`config.mk`:
```
export PLATFORM = sky130hd
export DESIGN_NAME = pcd_top
export DESIGN_NICKNAME = d
export VERILOG_FILES = /design/src/core/pcd_pkg.sv /design/src/core/pcd_channel.sv /design/src/core/pcd_top.sv
export VERILOG_INCLUDE_DIRS = /design/src /design/src/core
export SDC_FILE = /design/constraint.sdc
export NUM_CORES = 1
export LEC_CHECK = 0
export BUFFER_PORTS_ARGS = -buffer_cell sky130_fd_sc_hd__buf_2
export CAP_MARGIN = 30
export CORE_MARGIN = 8
export CORE_UTILIZATION = 45
export DETAILED_ROUTE_END_ITERATION = 10
export PLACE_DENSITY = 0.67
export SLEW_MARGIN = 0
export SYNTH_ARGS = -nofsm -noshare
export SYNTH_HDL_FRONTEND = slang
export SYNTH_SLANG_ARGS = --single-unit
```
`constraint.sdc`:
```
create_clock -name i_mclk -period 2 [get_ports i_mclk]
set_input_delay 0.3 -clock i_mclk [delete_from_list [all_inputs] [get_ports i_mclk]]
set_output_delay 0.3 -clock i_mclk [all_outputs]
set_load 0.005 [all_outputs]
```
`src/core/pcd_map.svh`:
```
`ifndef PCD_MAP_SVH
`define PCD_MAP_SVH

`define PCD_NUM_CH          4
`define PCD_CLK_PERIOD_NS   100
`define PCD_OEN_ON_US       200
`define PCD_OEN_ON_CYC      ((`PCD_OEN_ON_US * 1000) / `PCD_CLK_PERIOD_NS)
`define PCD_OEN_OFF_NS      20
`define PCD_OEN_OFF_CYC     1
`define PCD_PWS_CHG_NS      220
`define PCD_PWS_CHG_CYC     \
  ((`PCD_PWS_CHG_NS + `PCD_CLK_PERIOD_NS - 1) / `PCD_CLK_PERIOD_NS)
`define PCD_CODE_RX         3'h3
`define PCD_RDY_CNT_W       11
`define PCD_MC_CNT_W        3

`endif

```
`src/core/pcd_pkg.sv`:
```
package pcd_pkg;

  typedef enum logic [2:0] {
    PCD_LVL_HIZ,
    PCD_LVL_ZERO,
    PCD_LVL_PPOS,
    PCD_LVL_PNEG,
    PCD_LVL_SPOS,
    PCD_LVL_SNEG
  } pcd_level_t;

  typedef enum logic [1:0] {
    PCD_MODE_OFF,
    PCD_MODE_PULSE,
    PCD_MODE_CW0,
    PCD_MODE_CW1
  } pcd_mode_t;

  typedef enum logic [1:0] {
    PCD_RDY_OFF,
    PCD_RDY_WAIT,
    PCD_RDY_ON
  } pcd_rdy_state_t;

endpackage : pcd_pkg

```
`src/core/pcd_channel.sv`:
```
`timescale 1ns/1ns
`include "pcd_map.svh"

module pcd_channel
  import pcd_pkg::*;
(
  // Clock, reset, clock enable
  input  wire logic       i_mclk,
  input  wire logic       i_rst_n,
  input  wire logic       i_ce,
  // Global controls
  input  wire logic       i_retime,
  input  wire logic       i_rtclk_rise,
  input  wire logic       i_active,
  input  wire pcd_mode_t  i_mode,
  // Channel code: rail select, low side, high side
  input  wire logic [2:0] i_code,
  // Decoded outputs
  output pcd_level_t      o_level,
  output logic            o_rx_state,
  output logic            o_tx_rx_switch,
  output logic            o_bleed_switch,
  output logic            o_receive_damper,
  output logic            o_external_wave_switch
);

  logic [2:0] held_code;
  logic [2:0] code;
  pcd_level_t next_level;
  logic       rx;

  // Captured code stays put between clock rises
  always_ff @(posedge i_mclk)
  begin
    if (!i_rst_n)
      held_code <= 3'h0;
    else if (i_ce && i_rtclk_rise)
      held_code <= i_code;
  end

  // Cw mode 1 ignores the retiming clock
  assign code = (i_retime && i_mode != PCD_MODE_CW1) ? held_code : i_code;
  assign rx   = i_active && code == `PCD_CODE_RX;

  always_comb
  begin
    next_level = PCD_LVL_HIZ;
    if (!i_active || i_mode == PCD_MODE_CW1)
      next_level = rx ? PCD_LVL_ZERO : PCD_LVL_HIZ;
    else
    begin
      case (code)
        3'h0:    next_level = PCD_LVL_ZERO;
        3'h1:    next_level = PCD_LVL_PPOS;
        3'h2:    next_level = PCD_LVL_PNEG;
        3'h3:    next_level = PCD_LVL_ZERO;
        3'h4:    next_level = PCD_LVL_ZERO;
        3'h5:    next_level = PCD_LVL_SPOS;
        3'h6:    next_level = PCD_LVL_SNEG;
        default: next_level = PCD_LVL_HIZ;
      endcase
    end
  end

  always_ff @(posedge i_mclk)
  begin
    if (!i_rst_n)
    begin
      o_level                <= PCD_LVL_HIZ;
      o_rx_state             <= 1'b0;
      o_tx_rx_switch         <= 1'b0;
      o_bleed_switch         <= 1'b0;
      o_receive_damper       <= 1'b1;
      o_external_wave_switch <= 1'b0;
    end
    else if (i_ce)
    begin
      o_level                <= next_level;
      o_rx_state             <= rx;
      o_tx_rx_switch         <= rx;
      o_bleed_switch         <= rx;
      o_receive_damper       <= !rx;
      o_external_wave_switch <= i_active && i_mode == PCD_MODE_CW1
                                && !rx;
    end
  end

endmodule : pcd_channel

```
`src/core/pcd_top.sv`:
```
`timescale 1ns/1ns
`include "pcd_map.svh"

module pcd_top
  import pcd_pkg::*;
#(
  parameter int OEN_ON_CYC = `PCD_OEN_ON_CYC
)
(
  // Clock, reset, enable
  input  wire logic            i_mclk,
  input  wire logic            i_rst_n,
  input  wire logic            i_ce,
  // Global controls
  input  wire logic            i_reg_enable,
  input  wire logic            i_tx_output_enable,
  input  wire logic            i_secondary_strength_scale,
  input  wire logic            i_cw_mode_sel,
  input  wire logic            i_retime_clk,
  input  wire logic            i_overtemp,
  // Channel lines
  input  wire logic [3:0]      i_rail_sel,
  input  wire logic [3:0]      i_low_side_drive,
  input  wire logic [3:0]      i_high_side_drive,
  // Per channel outputs
  output pcd_level_t           o_level [4],
  output logic [3:0]           o_receive_state,
  output logic [3:0]           o_tx_rx_switch,
  output logic [3:0]           o_bleed_switch,
  output logic [3:0]           o_receive_damper,
  output logic [3:0]           o_external_wave_switch,
  // Status
  output pcd_mode_t            o_mode,
  output logic                 o_regulators_on,
  output logic                 o_tx_ready,
  output logic                 o_secondary_reduced,
  output logic                 o_strength_settled,
  output logic                 o_overtemp_n,
  output logic                 o_retime_active
);

  logic                     rtclk_q;
  logic                     retime;
  logic                     rtclk_rise;
  logic                     active;
  pcd_rdy_state_t           rdy_state;
  logic [`PCD_RDY_CNT_W+1:0] rdy_cnt;
  logic [`PCD_MC_CNT_W-1:0] mc_cnt;
  pcd_mode_t                mode;

  // Overtemperature and regulator state gate the mode and all channel outputs
  assign active = i_reg_enable && i_tx_output_enable && !i_overtemp
                  && rdy_state == PCD_RDY_ON;

  always_comb
  begin
    if (!active)
      mode = PCD_MODE_OFF;
    else if (i_cw_mode_sel)
      mode = PCD_MODE_CW1;
    else if (i_secondary_strength_scale)
      mode = PCD_MODE_PULSE;
    else
      mode = PCD_MODE_CW0;
  end

  // Retiming clock sampled as a plain input
  always_ff @(posedge i_mclk)
  begin
    if (!i_rst_n)
      rtclk_q <= 1'b0;
    else if (i_ce)
      rtclk_q <= i_retime_clk;
  end
  assign rtclk_rise = i_retime_clk && !rtclk_q;

  // Retiming latches once clock seen; drops when clock and all drives low
  always_ff @(posedge i_mclk)
  begin
    if (!i_rst_n)
      retime <= 1'b0;
    else if (i_ce)
    begin
      if (rtclk_rise)
        retime <= 1'b1;
      else if (!i_retime_clk && !rtclk_q
               && (i_low_side_drive | i_high_side_drive) == 4'h0)
        retime <= 1'b0;
    end
  end

  // Enable-on settle timer; off path is immediate
  always_ff @(posedge i_mclk)
  begin
    if (!i_rst_n)
    begin
      rdy_state <= PCD_RDY_OFF;
      rdy_cnt   <= '0;
    end
    else if (i_ce)
    begin
      case (rdy_state)
        PCD_RDY_OFF:
        begin
          rdy_cnt <= '0;
          if (i_reg_enable && i_tx_output_enable)
            rdy_state <= PCD_RDY_WAIT;
        end
        PCD_RDY_WAIT:
        begin
          if (!i_reg_enable || !i_tx_output_enable)
            rdy_state <= PCD_RDY_OFF;
          else if (rdy_cnt >= (`PCD_RDY_CNT_W+2)'(OEN_ON_CYC - 2))
            rdy_state <= PCD_RDY_ON;
          else
            rdy_cnt <= rdy_cnt + 1'b1;
        end
        PCD_RDY_ON:
        begin
          if (!i_reg_enable || !i_tx_output_enable)
            rdy_state <= PCD_RDY_OFF;
        end
        default: rdy_state <= PCD_RDY_OFF;
      endcase
    end
  end

  // Strength scale low-to-high settle
  always_ff @(posedge i_mclk)
  begin
    if (!i_rst_n)
      mc_cnt <= (`PCD_MC_CNT_W)'(`PCD_PWS_CHG_CYC); // Settle owed after reset
    else if (i_ce)
    begin
      if (!i_secondary_strength_scale)
        mc_cnt <= (`PCD_MC_CNT_W)'(`PCD_PWS_CHG_CYC);
      else if (mc_cnt != '0)
        mc_cnt <= mc_cnt - 1'b1;
    end
  end

  for (genvar ch = 0; ch < `PCD_NUM_CH; ch++)
  begin : g_ch
    pcd_channel u_ch (
      .i_mclk                 (i_mclk),
      .i_rst_n                (i_rst_n),
      .i_ce                   (i_ce),
      .i_retime               (retime),
      .i_rtclk_rise           (rtclk_rise),
      .i_active               (active),
      .i_mode                 (mode),
      .i_code                 ({i_rail_sel[ch], i_low_side_drive[ch],
                                i_high_side_drive[ch]}),
      .o_level                (o_level[ch]),
      .o_rx_state             (o_receive_state[ch]),
      .o_tx_rx_switch         (o_tx_rx_switch[ch]),
      .o_bleed_switch         (o_bleed_switch[ch]),
      .o_receive_damper       (o_receive_damper[ch]),
      .o_external_wave_switch (o_external_wave_switch[ch])
    );
  end

  // Mode and readiness status
  always_ff @(posedge i_mclk)
  begin
    if (!i_rst_n)
    begin
      o_mode     <= PCD_MODE_OFF;
      o_tx_ready <= 1'b0;
    end
    else if (i_ce)
    begin
      o_mode     <= mode;
      o_tx_ready <= rdy_state == PCD_RDY_ON;
    end
  end

  // Secondary rail strength status
  always_ff @(posedge i_mclk)
  begin
    if (!i_rst_n)
    begin
      o_secondary_reduced <= 1'b0;
      o_strength_settled  <= 1'b0;
    end
    else if (i_ce)
    begin
      o_secondary_reduced <= mode == PCD_MODE_CW0;
      o_strength_settled  <= i_secondary_strength_scale
                             && mc_cnt == '0;
    end
  end

  // Supply and thermal status
  always_ff @(posedge i_mclk)
  begin
    if (!i_rst_n)
    begin
      o_regulators_on <= 1'b0;
      o_overtemp_n    <= 1'b1;
    end
    else if (i_ce)
    begin
      o_regulators_on <= i_reg_enable;
      o_overtemp_n    <= !i_overtemp;
    end
  end

  // Retiming status
  always_ff @(posedge i_mclk)
  begin
    if (!i_rst_n)
      o_retime_active <= 1'b0;
    else if (i_ce)
      o_retime_active <= retime;
  end

endmodule : pcd_top

```
==> flow_summary.rst <==
.. list-table::
   :header-rows: 1

   * - Metric
     - Value
   * - Run status
     - finished, final reports clean
   * - Number of standard cells after synthesis
     - 366
   * - First-pass GRT wire length
     - around 13,000 µm
   * - Core Footprint
     - 6790 µm²
   * - Category of the critical setup timing path
     - flop to flop
   * - Final clock skew
     - between 0.005 and 0.006 ns
   * - Final design instance area without fill
     - around 3600 µm²
   * - Number of diodes added for antenna fixing
     - 0
   * - Placer congestion estimate
     - 0.814
   * - Clock latency reported for the late side of the worst-skew pair
     - 0.33 ns
   * - First-pass iteration count of the detailed router
     - 4
   * - Mapped Nets
     - 391
   * - Leading cell types in the layout, fill and taps excluded
     - 64 x sky130_fd_sc_hd__dfxtp_1, 60 x sky130_fd_sc_hd__buf_2, 53 x sky130_fd_sc_hd__nand2_1, 29 x sky130_fd_sc_hd__a21oi_1, 18 x sky130_fd_sc_hd__nand3_1
   * - Minimum setup slack among reg-to-reg paths
     - 0.14 ns
   * - Cells on worst reg2reg path
     - 6
   * - Total clock buffers created by CTS
     - 9
   * - Maximum clock path buffer count
     - 2
   * - Worst slew margin
     - 62.3%
   * - Post_cts resized
     - 0
   * - Period utilisation layout
     - 92.8%
   * - Total area of multi-input combinational cells
     - around 1600 µm²
   * - GRT Util Overall
     - 15.6%
   * - CP delay by family, top
     - simple AND/OR/NAND/NOR gates
   * - Die extent in y
     - 99.7 µm
   * - Layout filler cell count
     - 637
   * - Critical path capture point type
     - flop
   * - Clock slew at the register clock pins of the worst setup and hold paths
     - 0.06 ns
   * - Die W
     - 99.7 µm
   * - Routed WL per cell
     - approximately 15 µm
   * - Hold Crit Class
     - primary input to flop
   * - Number of enable flip-flop cells after synthesis
     - 0
   * - Number of buffer and inverter stages on the critical path
     - 1
   * - Largest net degree at the start of global routing
     - 25
   * - Count of buffers added by post-CTS timing repair for setup
     - 0
   * - Antenna viol nets, final
     - 0
   * - Total Wirelength
     - 7460 µm
   * - Synthesized area per cell
     - 8.61 µm²
   * - Share of flip-flops with an asynchronous set or reset after synthesis
     - 0%
   * - Proportion of layout cells with a drive suffix above 1
     - 23.0%
   * - Sequential-to-total area share from yosys stat
     - 40.7%
   * - Data arrival at the endpoint of the critical path
     - roughly 2.1 ns
   * - Start of the worst register-to-register path
     - rdy_cnt[1]
   * - Static leakage
     - between 1 and 1.5 nW
   * - RR Endpoint
     - rdy_cnt[8]
   * - Chain of cells forming the critical path
     - ha_1 -> o211ai_2 -> a2111oi_4 -> buf_4 -> or4_1 -> a21oi_1
   * - Count of buffers from port buffering
     - 60
   * - Slowest cell on the critical path
     - sky130_fd_sc_hd__or4_1
   * - Iteration-0 DRC count of the detailed router
     - approximately 130
   * - End point of the worst hold path
     - g_ch[0].u_ch.held_code[2]
   * - Clk sinks
     - 64
   * - Maximum frequency from static timing analysis
     - 539 MHz
   * - Number of distinct library cell variants in the gate-level netlist after synthesis
     - 49
   * - Vias in the first global route
     - 2,634
   * - Sum Neg Setup Slack
     - 0 ns
   * - CTS tree
     - done
   * - Top Ports
     - ~60
   * - Peak fanout along the critical path
     - 16
   * - Final Hold Viols
     - 0
   * - Most used routing layer
     - met2
   * - RSZ-0062 raised after global routing
     - false
   * - Average via count per standard cell
     - 5.24
   * - CP Launch Type
     - flop
   * - Yosys Warn Count
     - 0
   * - CP Data Required Time
     - 2.26 ns
   * - Cell Area, Placed
     - 3450 µm²
   * - Final-report max-slew violation count
     - 0
   * - Mapped Area
     - 3150 µm²
   * - Worst Min Path Start
     - i_rail_sel[0]
   * - Total power density per cell area
     - 678 nW/µm²
   * - Root Driver
     - sky130_fd_sc_hd__clkbuf_8
   * - Fin crit period
     - 1.86 ns
   * - Initial cell density of the core
     - 46.4%
   * - Register bit total from synthesis
     - 64
   * - Worst-margin pin slew
     - 0.563 ns
   * - Vias
     - approximately 2,700
   * - Grt met1 use
     - between 10% and 20%
   * - Max rail drop VDD
     - about 0.0004 V
   * - Max H-tree Level
     - 3
   * - Final-stage net count
     - 439
   * - Initial antenna violation count
     - 0
   * - Max-cap violation count
     - 0
   * - Number of remaining DRC errors
     - 0
   * - FP Rows
     - 30
   * - Most used DFF post-synth
     - sky130_fd_sc_hd__dfxtp_1
   * - Met2 usage in global routing
     - 23.9%
   * - Hold path cells
     - 3
   * - Sequential cell area
     - 1280 µm²
   * - CP peak stage delay
     - 0.51 ns
   * - Die Footprint
     - 9930 µm²
   * - Most frequent standard cell in the layout excluding fill and tap cells
     - sky130_fd_sc_hd__dfxtp_1
   * - Hold buffer count at cts
     - 0
   * - Total half-perimeter wirelength after legalization and detailed placement
     - 5380 µm
   * - Final setup violating endpoints
     - 0
   * - Met3 Usage GRT
     - 4.89%
   * - Total grt overflow
     - 0
   * - Area growth, synth to finish
     - 14.3%
## metrics by stage
stage               hold slack [ns]  worst slack [ns]  instances  util, %  total power, W
floorplan                     0.436             0.307        366        -         0.00145
global placement              0.443             0.231        499     50.7         0.00154
detailed placement            0.443             0.164        499     50.7         0.00154
CTS                           0.218             0.133        513     53.0         0.00246
global route                  0.227            0.0625        513     53.0         0.00255
finish                        0.229             0.143        513     53.0         0.00244
## worst max-delay path by stage
| stage | startpoint | to | cells past startpoint |
|---|---|---|---|
| global placement | rdy_cnt[1] | rdy_cnt[9] | 6 |
| finish | rdy_cnt[1] | rdy_cnt[8] | 6 |
| CTS | rdy_cnt[1] | rdy_cnt[8] | 6 |
| floorplan | rdy_cnt[1] | rdy_cnt[10] | 6 |
| detailed placement | rdy_cnt[1] | rdy_cnt[8] | 6 |
| global route | rdy_cnt[1] | rdy_cnt[9] | 6 |
## cell type report
| type | count | share of cell area (%) |
|---|---|---|
| clock buffers | 13 | 4.14 |
| clock inverters | 1 | 0.139 |
| inverters | 16 | 1.67 |
| multi-input cells | 250 | 44.1 |
| flip-flops and latches | 64 | 35.6 |
| well taps | 96 | 3.34 |
| repair buffers | 73 | 11.1 |
## state kept, by name (all words and copies together) (netlist names), 2 cells and up
signal                            cells
rdy_cnt                              13
mc_cnt                                3
g_ch.u_ch.o_external_wave_switch      4
g_ch.u_ch.o_rx_state                  2
g_ch.u_ch.o_level                    12
rdy_state                             2
g_ch.u_ch.held_code                  12
g_ch.u_ch.o_receive_damper            4
o_mode                                2
## layer usage
layer  wire [µm]  vias up
met3         442       10
met5           0        -
met1        3590     1232
met2        3310       74
met4         117        0
li1            -     1374
## cell usage after synthesis, types with 5 or more instances
library cell	count	area share (%)
sky130_fd_sc_hd__a21oi_1	29	4.6
sky130_fd_sc_hd__o221ai_1	8	2.2
sky130_fd_sc_hd__nand2_1	53	6.3
sky130_fd_sc_hd__nor2_1	17	2.0
sky130_fd_sc_hd__a31oi_1	5	0.99
sky130_fd_sc_hd__o21ai_1	5	0.79
sky130_fd_sc_hd__mux2i_1	8	2.5
sky130_fd_sc_hd__nand2b_1	15	3.0
sky130_fd_sc_hd__inv_1	16	1.9
sky130_fd_sc_hd__clkbuf_1	12	1.4
sky130_fd_sc_hd__o31ai_1	7	1.7
sky130_fd_sc_hd__nand3b_1	6	1.4
sky130_fd_sc_hd__buf_4	21	5.0
sky130_fd_sc_hd__nand3_1	18	2.9
sky130_fd_sc_hd__or4_1	7	1.7
sky130_fd_sc_hd__dfxtp_1	64	41
sky130_fd_sc_hd__xor2_1	8	2.2
## worst reg2reg max path, cell delays in order, from the launching register on
cell	delay, ns
sky130_fd_sc_hd__dfxtp_1	0.39
sky130_fd_sc_hd__ha_1	0.23
sky130_fd_sc_hd__o211ai_2	0.22
sky130_fd_sc_hd__a2111oi_4	0.10
sky130_fd_sc_hd__buf_4	0.20
sky130_fd_sc_hd__or4_1	0.51
sky130_fd_sc_hd__a21oi_1	0.16
## power breakdown
part           internal (W)  switching [W]  total (W)
clock network      0.000470       0.000460   0.000929
registers           0.00129      0.0000171    0.00131
logic             0.0000766       0.000125   0.000201
total               0.00184       0.000602    0.00244
## logic make-up (layout without fill, tap and decap cells)
group	after synthesis	count (layout)	share of synthesized area, %
and+or+nand+nor	150	150	25.9
AOI/OAI and AO/OA	80	80	18.1
DFF	64	64	40.7
buffers and inverters	52	103	8.98
xor gates and xnor gates	8	8	2.22
muxes	8	8	2.54
adders and majority gates	4	4	1.59
(Power assumes the default switching activity.)
